<file path="src/logic/asr_pkg.sv">
// shared constants, types and decode functions of the async serial receiver
package asr_pkg;
    // register byte offsets on the avalon slave
    localparam logic [4:0] OFF_LINE_CTRL_ONE = 5'h00; // character length select
    localparam logic [4:0] OFF_LINE_CTRL_TWO = 5'h04; // receive interrupt enable
    localparam logic [4:0] OFF_STATUS_ONE = 5'h08; // full, noise, framing flags
    localparam logic [4:0] OFF_DATA_HIGH = 5'h0C; // ninth received bit
    localparam logic [4:0] OFF_DATA_LOW = 5'h10; // low eight received bits
    localparam logic [4:0] OFF_TICK_DIV = 5'h14; // clocks per oversample tick
    // field positions
    localparam int POS_LEN9 = 0; // in line_control_one
    localparam int POS_RIE = 0; // in line_control_two
    localparam int POS_FULL = 7; // in status_reg_one
    localparam int POS_NOISE = 2; // in status_reg_one
    localparam int POS_FERR = 1; // in status_reg_one
    localparam int POS_NINTH = 7; // in data_high_reg
    // values after reset
    localparam logic [15:0] TICK_DIV_RST = 16'h0000; // zero stops the tick
    localparam logic LINE_IDLE = 1'b1; // serial line rests high
    localparam logic [31:0] BUS_UNMAPPED = 32'h00000000; // answer to unmapped reads
    // oversample tick positions within one bit time
    localparam logic [4:0] RT_FIRST = 5'h01;
    localparam logic [4:0] RT_V1 = 5'h03;
    localparam logic [4:0] RT_V2 = 5'h05;
    localparam logic [4:0] RT_V3 = 5'h07;
    localparam logic [4:0] RT_D1 = 5'h08;
    localparam logic [4:0] RT_D3 = 5'h0A;
    localparam logic [4:0] RT_LAST = 5'h10; // sixteen ticks per bit
    localparam logic [3:0] BITS_SHORT = 4'h8;
    localparam logic [3:0] BITS_LONG = 4'h9;
    // receiver states
    typedef enum logic [1:0] {ST_SEARCH, ST_START, ST_DATA, ST_STOP} asr_state_t;
    // software controls
    typedef struct packed {
        logic len9; // nine data bits
        logic receive_irq_enable; // receive interrupt enable
        logic [15:0] div; // tick divider
    } asr_cfg_t;
    // sticky status
    typedef struct packed {
        logic full;
        logic noise;
        logic ferr;
    } asr_stat_t;
    // majority of three samples
    function automatic logic asr_maj3(input logic [2:0] v);
        return (v[0] & v[1]) | (v[0] & v[2]) | (v[1] & v[2]);
    endfunction
    // three samples disagree
    function automatic logic asr_noisy3(input logic [2:0] v);
        return (v != 3'h0) && (v != 3'h7);
    endfunction
endpackage

</file>
<file path="src/logic/asr_sync.sv">
// three-flop input synchroniser that accepts a change once stages two and three agree
`timescale 1ns/1ps
module asr_sync
(
    input wire logic clk,
    input wire logic rstn,
    input wire logic ce,
    input wire logic pin_in,
    output logic level
);
    logic s1_ff; // metastability catcher, read only by s2
    logic s2_ff;
    logic s3_ff;
    logic level_ff; // accepted level
    logic nxt_level;

    // accept a new level only when two settled stages agree
    always_comb
    begin
        nxt_level = level_ff;
        if (s2_ff == s3_ff)
        begin
            nxt_level = s3_ff;
        end
    end

    // register the chain
    always_ff @(posedge clk or negedge rstn)
    begin
        if (!rstn)
        begin
            s1_ff <= asr_pkg::LINE_IDLE;
            s2_ff <= asr_pkg::LINE_IDLE;
            s3_ff <= asr_pkg::LINE_IDLE;
            level_ff <= asr_pkg::LINE_IDLE;
        end
        else if (ce)
        begin
            s1_ff <= pin_in;
            s2_ff <= s1_ff;
            s3_ff <= s2_ff;
            level_ff <= nxt_level;
        end
    end

    assign level = level_ff;
endmodule // asr_sync

</file>
<file path="src/logic/asr_rx.sv">
// receive path of the async serial interface with its avalon register slave
`timescale 1ns/1ps
module asr_rx
(
    input wire logic clk,
    input wire logic rstn,
    input wire logic ce,
    input wire logic rx_pin,
    input wire logic [4:0] avs_address,
    input wire logic avs_read,
    input wire logic avs_write,
    input wire logic [31:0] avs_writedata,
    output logic [31:0] avs_readdata,
    output logic avs_waitrequest,
    output logic rx_irq
);
    // synchronised serial input
    logic rx_lvl;

    asr_sync u_sync
    (
        .clk(clk),
        .rstn(rstn),
        .ce(ce),
        .pin_in(rx_pin),
        .level(rx_lvl)
    );

    // ---- oversample tick generator ----
    asr_pkg::asr_cfg_t cfg_ff, nxt_cfg; // software controls
    logic [15:0] div_cnt_ff, nxt_div_cnt; // clocks since last tick
    logic tick_ff, nxt_tick; // one-cycle oversample tick

    // divide the clock by the programmed count
    always_comb
    begin
        nxt_div_cnt = div_cnt_ff + 16'h0001;
        nxt_tick = 1'b0;
        if (cfg_ff.div == 16'h0000)
        begin
            nxt_div_cnt = 16'h0000;
        end
        else if (div_cnt_ff >= cfg_ff.div - 16'h0001)
        begin
            nxt_div_cnt = 16'h0000;
            nxt_tick = 1'b1;
        end
    end

    // register the divider
    always_ff @(posedge clk or negedge rstn)
    begin
        if (!rstn)
        begin
            div_cnt_ff <= 16'h0000;
            tick_ff <= 1'b0;
        end
        else if (ce)
        begin
            div_cnt_ff <= nxt_div_cnt;
            tick_ff <= nxt_tick;
        end
    end

    // ---- receiver ----
    asr_pkg::asr_state_t state_ff, nxt_state; // frame position
    logic [4:0] rt_ff, nxt_rt; // tick number within the bit, 1..16
    logic [2:0] hist_ff, nxt_hist; // last three search samples
    logic [2:0] votes_ff, nxt_votes; // collected vote samples
    logic [8:0] shift_ff, nxt_shift; // receive shift register
    logic [3:0] bitn_ff, nxt_bitn; // data bits decided so far
    logic len9_ff, nxt_len9; // length latched for this frame
    logic fnoise_ff, nxt_fnoise; // noise seen in this frame
    logic armed_ff, nxt_armed; // last data bit was a valid one
    logic edge_seen_ff, nxt_edge_seen; // falling edge found after it
    logic [4:0] edge_cnt_ff, nxt_edge_cnt; // ticks since that edge
    logic last_smp_ff, nxt_last_smp; // previous tick sample
    logic done; // frame complete this cycle
    logic done_ferr; // stop bit missing
    logic done_brk; // break character
    logic [8:0] done_data; // received data word
    logic [2:0] v; // votes including current sample
    logic b; // majority decision
    logic [3:0] nbits; // data bits expected

    // frame recovery, stepped once per oversample tick
    always_comb
    begin
        nxt_state = state_ff;
        nxt_rt = rt_ff;
        nxt_hist = hist_ff;
        nxt_votes = votes_ff;
        nxt_shift = shift_ff;
        nxt_bitn = bitn_ff;
        nxt_len9 = len9_ff;
        nxt_fnoise = fnoise_ff;
        nxt_armed = armed_ff;
        nxt_edge_seen = edge_seen_ff;
        nxt_edge_cnt = edge_cnt_ff;
        nxt_last_smp = last_smp_ff;
        done = 1'b0;
        done_ferr = 1'b0;
        done_brk = 1'b0;
        done_data = len9_ff ? shift_ff : {1'b0, shift_ff[8:1]};
        v = {votes_ff[1:0], rx_lvl};
        b = asr_pkg::asr_maj3(v);
        nbits = len9_ff ? asr_pkg::BITS_LONG : asr_pkg::BITS_SHORT;
        if (tick_ff)
        begin
            nxt_last_smp = rx_lvl;
            case (state_ff)
                // hunt for a qualified falling edge
                asr_pkg::ST_SEARCH:
                begin
                    nxt_hist = {hist_ff[1:0], rx_lvl};
                    if (!rx_lvl && hist_ff == 3'h7)
                    begin
                        nxt_state = asr_pkg::ST_START;
                        nxt_rt = asr_pkg::RT_FIRST;
                        nxt_votes = 3'h0;
                        nxt_fnoise = 1'b0;
                        nxt_len9 = cfg_ff.len9;
                    end
                end
                // verify the start bit
                asr_pkg::ST_START:
                begin
                    nxt_rt = rt_ff + 5'h01;
                    if (rt_ff == asr_pkg::RT_V1 || rt_ff == asr_pkg::RT_V2)
                    begin
                        nxt_votes = v;
                    end
                    if (rt_ff == asr_pkg::RT_V3)
                    begin
                        nxt_votes = v;
                        if (v[0] + v[1] + v[2] > 2'd1)
                        begin
                            // glitch: back to search, noise untouched
                            nxt_state = asr_pkg::ST_SEARCH;
                            nxt_rt = 5'h00;
                            nxt_hist = 3'h0;
                        end
                        else
                        begin
                            nxt_fnoise = asr_pkg::asr_noisy3(v);
                        end
                    end
                    // late start samples only mark noise, no realign
                    if (rt_ff >= asr_pkg::RT_D1 && rt_ff <= asr_pkg::RT_D3 && rx_lvl)
                    begin
                        nxt_fnoise = 1'b1;
                    end
                    if (rt_ff == asr_pkg::RT_LAST)
                    begin
                        nxt_state = asr_pkg::ST_DATA;
                        nxt_rt = asr_pkg::RT_FIRST;
                        nxt_bitn = 4'h0;
                        nxt_armed = 1'b0;
                        nxt_edge_seen = 1'b0;
                    end
                end
                // data and stop bits
                asr_pkg::ST_DATA, asr_pkg::ST_STOP:
                begin
                    nxt_rt = rt_ff + 5'h01;
                    // watch for the falling edge after a valid one
                    if (armed_ff && !edge_seen_ff && last_smp_ff && !rx_lvl)
                    begin
                        nxt_edge_seen = 1'b1;
                        nxt_edge_cnt = asr_pkg::RT_FIRST;
                    end
                    else if (edge_seen_ff && edge_cnt_ff != asr_pkg::RT_LAST)
                    begin
                        nxt_edge_cnt = edge_cnt_ff + 5'h01;
                    end
                    if (rt_ff >= asr_pkg::RT_D1 && rt_ff < asr_pkg::RT_D3)
                    begin
                        nxt_votes = v;
                    end
                    if (rt_ff == asr_pkg::RT_D3 && state_ff == asr_pkg::ST_DATA)
                    begin
                        nxt_fnoise = fnoise_ff | asr_pkg::asr_noisy3(v);
                        nxt_shift = {b, shift_ff[8:1]};
                        nxt_bitn = bitn_ff + 4'h1;
                        if (armed_ff && edge_seen_ff && !b)
                        begin
                            // one then zero: the tick after the edge tick becomes tick one
                            nxt_rt = (edge_cnt_ff == asr_pkg::RT_LAST) ?
                                asr_pkg::RT_LAST : edge_cnt_ff + 5'h01;
                        end
                        nxt_armed = b;
                        nxt_edge_seen = 1'b0;
                    end
                    if (rt_ff == asr_pkg::RT_D3 && state_ff == asr_pkg::ST_STOP)
                    begin
                        done = 1'b1;
                        done_ferr = !b;
                        nxt_fnoise = fnoise_ff | asr_pkg::asr_noisy3(v);
                        done_brk = !b && done_data == 9'h000;
                        nxt_state = asr_pkg::ST_SEARCH;
                        nxt_rt = 5'h00;
                        nxt_hist = b ? 3'h7 : 3'h0;
                    end
                    if (nxt_rt > asr_pkg::RT_LAST && state_ff == asr_pkg::ST_DATA)
                    begin
                        nxt_rt = asr_pkg::RT_FIRST;
                        if (bitn_ff == nbits)
                        begin
                            nxt_state = asr_pkg::ST_STOP;
                        end
                    end
                end
                default:
                begin
                    nxt_state = asr_pkg::ST_SEARCH;
                end
            endcase
        end
    end

    // register the receiver
    always_ff @(posedge clk or negedge rstn)
    begin
        if (!rstn)
        begin
            state_ff <= asr_pkg::ST_SEARCH;
            rt_ff <= 5'h00;
            hist_ff <= 3'h0;
            votes_ff <= 3'h0;
            shift_ff <= 9'h000;
            bitn_ff <= 4'h0;
            len9_ff <= 1'b0;
            fnoise_ff <= 1'b0;
            armed_ff <= 1'b0;
            edge_seen_ff <= 1'b0;
            edge_cnt_ff <= 5'h00;
            last_smp_ff <= asr_pkg::LINE_IDLE;
        end
        else if (ce)
        begin
            state_ff <= nxt_state;
            rt_ff <= nxt_rt;
            hist_ff <= nxt_hist;
            votes_ff <= nxt_votes;
            shift_ff <= nxt_shift;
            bitn_ff <= nxt_bitn;
            len9_ff <= nxt_len9;
            fnoise_ff <= nxt_fnoise;
            armed_ff <= nxt_armed;
            edge_seen_ff <= nxt_edge_seen;
            edge_cnt_ff <= nxt_edge_cnt;
            last_smp_ff <= nxt_last_smp;
        end
    end

    // ---- register file and avalon slave ----
    asr_pkg::asr_stat_t stat_ff, nxt_stat; // sticky flags
    logic [8:0] data_ff, nxt_data; // received character
    logic ack_ff, nxt_ack; // second cycle of an access
    logic [31:0] rdata_ff, nxt_rdata; // registered read data
    logic [31:0] rd_mux; // read selection
    logic take_wr; // write takes effect now
    logic take_rd; // read completes now

    // one wait cycle, then the access completes
    assign avs_waitrequest = (avs_read | avs_write) & !ack_ff;
    assign take_wr = avs_write & ack_ff;
    assign take_rd = avs_read & ack_ff;

    // read selection and flag, data, control updates
    always_comb
    begin
        rd_mux = asr_pkg::BUS_UNMAPPED;
        case (avs_address)
            asr_pkg::OFF_LINE_CTRL_ONE: rd_mux[asr_pkg::POS_LEN9] = cfg_ff.len9;
            asr_pkg::OFF_LINE_CTRL_TWO: rd_mux[asr_pkg::POS_RIE] = cfg_ff.receive_irq_enable;
            asr_pkg::OFF_STATUS_ONE:
            begin
                rd_mux[asr_pkg::POS_FULL] = stat_ff.full;
                rd_mux[asr_pkg::POS_NOISE] = stat_ff.noise;
                rd_mux[asr_pkg::POS_FERR] = stat_ff.ferr;
            end
            asr_pkg::OFF_DATA_HIGH: rd_mux[asr_pkg::POS_NINTH] = data_ff[8];
            asr_pkg::OFF_DATA_LOW: rd_mux[7:0] = data_ff[7:0];
            asr_pkg::OFF_TICK_DIV: rd_mux[15:0] = cfg_ff.div;
            default: rd_mux = asr_pkg::BUS_UNMAPPED;
        endcase
        nxt_ack = (avs_read | avs_write) & !ack_ff;
        nxt_rdata = (avs_read & !ack_ff) ? rd_mux : rdata_ff;
        nxt_cfg = cfg_ff;
        nxt_stat = stat_ff;
        nxt_data = data_ff;
        // software writes the controls; data and status ignore writes
        if (take_wr)
        begin
            case (avs_address)
                asr_pkg::OFF_LINE_CTRL_ONE: nxt_cfg.len9 = avs_writedata[asr_pkg::POS_LEN9];
                asr_pkg::OFF_LINE_CTRL_TWO: nxt_cfg.receive_irq_enable = avs_writedata[asr_pkg::POS_RIE];
                asr_pkg::OFF_TICK_DIV: nxt_cfg.div = avs_writedata[15:0];
                default: nxt_cfg = cfg_ff;
            endcase
        end
        // reading the low data byte releases the character
        if (take_rd && avs_address == asr_pkg::OFF_DATA_LOW)
        begin
            nxt_stat = '0;
        end
        // a new frame wins over a same-cycle clear
        if (done)
        begin
            nxt_data = done_brk ? 9'h000 : done_data;
            nxt_stat.full = 1'b1;
            nxt_stat.ferr = done_ferr;
            nxt_stat.noise = nxt_fnoise;
        end
    end

    // register the slave state
    always_ff @(posedge clk or negedge rstn)
    begin
        if (!rstn)
        begin
            cfg_ff <= '{len9: 1'b0, receive_irq_enable: 1'b0, div: asr_pkg::TICK_DIV_RST};
            stat_ff <= '0;
            data_ff <= 9'h000;
            ack_ff <= 1'b0;
            rdata_ff <= 32'h00000000;
        end
        else if (ce)
        begin
            cfg_ff <= nxt_cfg;
            stat_ff <= nxt_stat;
            data_ff <= nxt_data;
            ack_ff <= nxt_ack;
            rdata_ff <= nxt_rdata;
        end
    end

    assign avs_readdata = rdata_ff;
    assign rx_irq = stat_ff.full & cfg_ff.receive_irq_enable;
endmodule // asr_rx

</file>
<file path="config.mk">
export PLATFORM = sky130hd
export DESIGN_NAME = asr_rx
export DESIGN_NICKNAME = d
export VERILOG_FILES = /design/src/logic/asr_pkg.sv /design/src/logic/asr_sync.sv /design/src/logic/asr_rx.sv
export SDC_FILE = /design/constraint.sdc
export NUM_CORES = 1
export LEC_CHECK = 0
export ABC_AREA = 1
export BUFFER_PORTS_ARGS = -buffer_cell sky130_fd_sc_hd__buf_2
export CAP_MARGIN = 40
export CORE_MARGIN = 5
export CORE_UTILIZATION = 55
export DETAILED_ROUTE_END_ITERATION = 8
export GPL_ROUTABILITY_DRIVEN = 1
export PLACE_DENSITY = 0.76
export SYNTH_ARGS = -nofsm -noshare
export SYNTH_HDL_FRONTEND = slang
export SYNTH_SLANG_ARGS = --single-unit
</file>
<file path="constraint.sdc">
create_clock -name clk -period 6 [get_ports clk]
set_input_delay 0.9 -clock clk [delete_from_list [all_inputs] [get_ports clk]]
set_output_delay 0.9 -clock clk [all_outputs]
set_load 0.02 [all_outputs]
</file>
; ---- Word-level counts from Yosys, hierarchy flattened
; Cells that the tools add are included.
[classes]
addsub = 7
order_cmp = 6
eq_ne = 30
mux = 72
bitwise = 12
n_reduce_logical = 47
[ops]
columns = operator, n
row1 = 5-bit 2-to-1 mux, 13
row2 = 16-bit 2-to-1 mux, 2
row3 = 5-bit AND reduction, 5
row4 = 1-bit 2-to-1 mux, 23
row5 = 2-bit 2-to-1 mux, 11
row6 = 5-bit equality test (second input constant), 4
row7 = 3-bit 2-to-1 mux, 6
row8 = 9-bit 2-to-1 mux, 2
row9 = 2-bit one-hot mux with 3 select lines, 3
row10 = 16-bit by 1-bit adder with 16-bit output (second input constant), 1
row11 = 16-bit greater-or-equal comparator, 1
row12 = 1-bit logical AND, 16
row13 = 16-bit zero test, 1
row14 = 4-bit one-hot mux with 2 select lines, 2
row15 = 16-bit by 1-bit subtractor with 16-bit output (second input constant), 1
row16 = 5-bit by 3-bit equality test with 1-bit output (second input constant), 3
row17 = 5-bit by 4-bit equality test with 1-bit output (second input constant), 3
row18 = 3-bit != test (second input constant), 5
row19 = 5-bit one-hot mux with 3 select lines, 1
row20 = 2-bit != test (second input constant), 7
row21 = 3-bit AND reduction, 4
row22 = 4-bit AND reduction, 3
row23 = 5-bit by 1-bit adder with 5-bit output (second input constant), 2
row24 = 2-bit AND reduction, 5
row25 = 31 further kinds, 50
[word_totals]
ff_bits = 103
inputBits = 43
wordCells = 201

; ---- Depth between registers and ports, before layout
[depth]
ltp_word = 14
depth_mapped = 18
depth_no_buf = 18

; ---- Hierarchy
; Synthesis repeated with hierarchy kept, for this count alone.
[hier_totals]
cells_unflattened = 789
hier_area_um2 = 6127.1
[by_module_without_submodules]
columns = module, instances, cells_per_inst, area_each_um2, seq_area_each_um2
row1 = asr_rx, 1, 769, 5958.2, 2478.6
row2 = asr_sync, 1, 20, 168.9, 105.1

; ---- Least setup slack after synthesis
; OpenSTA, ideal clock, no wires.
[synth_timing]
path_type = register to register
start = register cfg_ff[0] (netlist bit)
end = register div_cnt_ff[10]
setup_time_ps = 141
t_arrival_ps = 2719
t_required_ps = 5859
slack_ps = 3139
path_stages_with_launch = 18
path_buffers = 1
synth_period_minus_slack_ps = 2861
cell_sequence = dfrtp_1 > inv_1 > ha_1 > nand2_1 > nor2_2 > nand4_1 > nor2_1 > nand2_1 > nor2_1 > xor2_1 > inv_1 > ha_1 > nand4_1 > nor2_1 > nand3_1 > nand3_1 > clkbuf_1 > o22ai_1
[synth_via]
elab_chain_cells = 4
[synth_rtl]
columns = item, line_no
row1 = "start, declared", asr_rx.sv:30  ; asr_pkg::asr_cfg_t cfg_ff, nxt_cfg;
row2 = "start signal, assigned", asr_rx.sv:323  ; cfg_ff <= '{len9: 1'b0, receive_irq_enable: 1'b0, div: asr_pkg::TICK_DIV_RST};
row3 = "start signal, assigned", asr_rx.sv:331  ; cfg_ff <= nxt_cfg;
row4 = 16-bit by 1-bit subtractor with 16-bit output, asr_rx.sv:43  ; else if (div_cnt_ff >= cfg_ff.div - 16'h0001)
row5 = 16-bit greater-or-equal comparator, asr_rx.sv:43
row6 = 16-bit 2-to-1 mux, asr_rx.sv:43
row7 = 16-bit 2-to-1 mux *, asr_rx.sv:39  ; if (cfg_ff.div == 16'h0000)
row8 = "end signal, assigned", asr_rx.sv:60  ; div_cnt_ff <= nxt_div_cnt;
row9 = "end, declared", asr_rx.sv:31  ; logic [15:0] div_cnt_ff, nxt_div_cnt;
; Every way passes the cells marked *; elsewhere a longest branch is shown, timed or not.
; A chain may end at the register's enable or synchronous reset.

; ---- Final worst setup path
[layout_timing]
start = register cfg_ff[0] (netlist bit)
end = register div_cnt_ff[6]
; Same word-level chain as after synthesis.

==> results_dict.tcl <==
set metrics [dict create \
    yosys.area.top_type_share 0.404 \
    critPathArrivalTime_ps 3800 \
    wl_um 13600 \
    antenna_found_initial 0 \
    grt_max_degree 56 \
    r2r_setup_slack_ps 2440 \
    overflow 0 \
    cts_setup_buffers 0 \
    post-dp-hpwl_um 10400 \
    min-delay-start "avs_readdata[8]" \
    power_leakage_nw 3.28 \
    setup_ws_ps 2440 \
    skew_ps 12.6 \
    cts-htree-levels 3 \
    setup_violations 0 \
    grt_pass1_wl_um 23000 \
    max_freq_ghz 0.281 \
    dp_slack_ps 2470 \
    synthSimpleGateAreaFrac 0.241 \
    ff2ff_path_depth 18 \
    rows 38 \
    netlist_instances 773 \
    cts_resized 0 \
    first_pass_iters 5 \
    hold_ws_ps 485 \
    final_cell_mix "nand2_1 (182), dfrtp_1 (98), inv_1 (91)" \
    dieWidth_um 115 \
    cts_buffers 9 \
    rsz0062_at_grt "false" \
    finalNetCount 884 \
    synthAdderAreaFrac 0.0515 \
    async_flop_share 1.00 \
    cpMaxStageDelayCell "dfrtp_1" \
    outcome "complete, no violations" \
    r2r-start "cfg_ff[0]" \
    crit_type "flop to flop" \
    final_util 0.608 \
    wl_per_cell_um 14.2 \
    timing.rr.end "div_cnt_ff[6]" \
    synth.cell_area_um2 6070 \
    synth_area_per_cell_um2 7.85 \
    maxCapViolCount 0 \
    diodes 0 \
    final_common_cell "nand2_1" \
    crit_path_start_kind "flop" \
    crit_path_end_kind "flop" \
    seq_area_frac_synth 0.426 \
    clockBufferDepth 2 \
    drtIter0Drc 395 \
    top_level_ports 77 \
    grt_pass1_vias 5040 \
    dieArea_um2 13200 \
    numPortBuffers 44 \
    hp-class "flop to flop" \
    clk_latency_ps 370 \
    whs_path_depth 2 \
    finalCriticalPeriod_ps 3560 \
    place_congestion 0.870 \
    drive_gt1_frac 0.129 \
    dieHeight_um 115 \
    gr-usage-all-layers 0.215 \
    synthXorXnorAreaFrac 0.0361 \
    viasPerCell 5.39 \
    ys.flop_type "dfrtp_1" \
    cts_hold_buffers 0 \
    synthDistinctLibCells 45 \
    synth_top_family_by_area "simple AND/OR/NAND/NOR gates" \
    yosys.area.top_type "dfrtp_1" \
    start_util 0.560 \
    synthMuxAreaShare 0.00371 \
    p_total_w 0.00172 \
    hold_viol_final 0 \
    final_max_slew_viol_count 0 \
    cts_tree "yes" \
    crit_buf_inv 3 \
    path_cells "inv_1 > ha_1 > nand2_1 > nor2_2 > nand4_1 > nor2_1 > nand2_1 > nor2_1 > xor2_1 > inv_1 > ha_1 > nand4_1 > nor2_1 > nand3_1 > nand3_1 > inv_1 > nand3_1 > o21ai_0" \
    core_area_um2 10800 \
    fin_setup_tns_ps 0 \
    synth_area_leaders "dfrtp_1 (40%), nand2_1 (11%), o21ai_0 (5.9%)" \
    ir_drop_mv 0.251 \
    worstMarginPinSlew_ps 680 \
    synth_edf_count 0 \
    slew_headroom 0.547 \
    cts.clk_slew.worst_paths_ps 100 \
    synth_seq_cells 103 \
    crit_path_max_incr_delay_ps 460 \
    synth_compound_area_frac 0.148 \
    vias 5171 \
    cp_top_family "simple AND/OR/NAND/NOR gates" \
    clockRootBuffer "clkbuf_8" \
    clkSinkCount 103 \
    layout-area-overhead-vs-synth_pct 8.62 \
    power_density_nw_per_um2 261 \
    synth_warnings 0 \
    drtAntennaViolNets 0 \
    drc 0 \
    cp.required_ps 6240 \
    fin_crit_sh 0.593 \
    whs_endpoint "avs_readdata[8]" \
    crit_fanout 12 \
]
## cells by family after synthesis
family	count (synthesis)
AO/OA/AOI/OAI	151
XOR/XNOR	25
adder cells (fa/ha/maj)	25
buffers and inverters	134
flip-flops	103
multiplexers	2
other	1
AND/OR/NAND/NOR	332
## how the worst max path moves through the flow
stage	end	startpoint	slack, ps	depth (start not counted)
3_3_place_gp	div_cnt_ff[1]	cfg_ff[0]	2580	18
6_report	div_cnt_ff[6]	cfg_ff[0]	2440	18
5_1_grt	div_cnt_ff[1]	cfg_ff[0]	2080	18
2_1_floorplan	div_cnt_ff[10]	cfg_ff[0]	3140	17
3_5_place_dp	div_cnt_ff[1]	cfg_ff[0]	2470	18
4_1_cts	div_cnt_ff[1]	cfg_ff[0]	2450	18
## area by class of cell
class,instances,area (um2)
Inverter,104,390
Tap cell,140,175
Multi-Input combinational cell,551,2970
Timing Repair Buffer,47,260
Fill cell,980,4250
Sequential cell,103,2580
Clock inverter,5,82.6
Clock buffer,10,128
## synthesized netlist by cell type, types with 2 or more instances
master     count
a21oi_1       37
a221oi_1       2
a2bb2oi_1      3
buf_2          5
buf_4         16
clkbuf_1       9
dfrtp_1       98
dfstp_2        5
ha_1          25
inv_1         91
inv_2         12
nand2_1      182
nand2_2        2
nand3_1       41
nand4_1       18
nor2_1        58
nor2_2        10
nor2_4         3
nor3_1         9
nor3_2         3
o211ai_1       3
o21ai_0       71
o21bai_1       3
o22ai_1        8
o31ai_1       16
xnor2_1        5
xor2_1        20
## state kept, by name (all words and copies together), names as in the netlist, 2 cells and up
name	flops
cfg_ff	18
shift_ff	9
votes_ff	2
edge_cnt_ff	5
hist_ff	3
rt_ff	5
stat_ff	3
bitn_ff	4
state_ff	2
avs_readdata	16
div_cnt_ff	16
data_ff	9
## layer usage
metal / track usage / up-vias / routed length [um]
met1: 0.281 / 2458 / 6160
met2: 0.367 / 110 / 6730
met5: 0 / - / 0
li1: - / 2591 / -
met4: 0.0501 / 0 / 165
met3: 0.0442 / 12 / 574
## tightest hold or removal path: stages (launching register included)
cell and delay [ps]:
dfrtp_1 350, nand2_1 50, o31ai_1 50
## power by group
| part | switching (W) | internal, W | total [W] |
|---|---|---|---|
| clock | 0.000239 | 0.000235 | 0.000473 |
| combinational | 0.000244 | 0.000137 | 0.000382 |
| sequential | 0.0000921 | 0.000774 | 0.000866 |
| total | 0.000575 | 0.00115 | 0.00172 |
## stage by stage
stage,cell area (um2),instances
2_1_floorplan,6130,788
3_3_place_gp,6350,943
3_5_place_dp,6380,945
4_1_cts,6590,960
5_1_grt,6590,960
6_report,6590,960
Power figures use the tool's default switching activity.
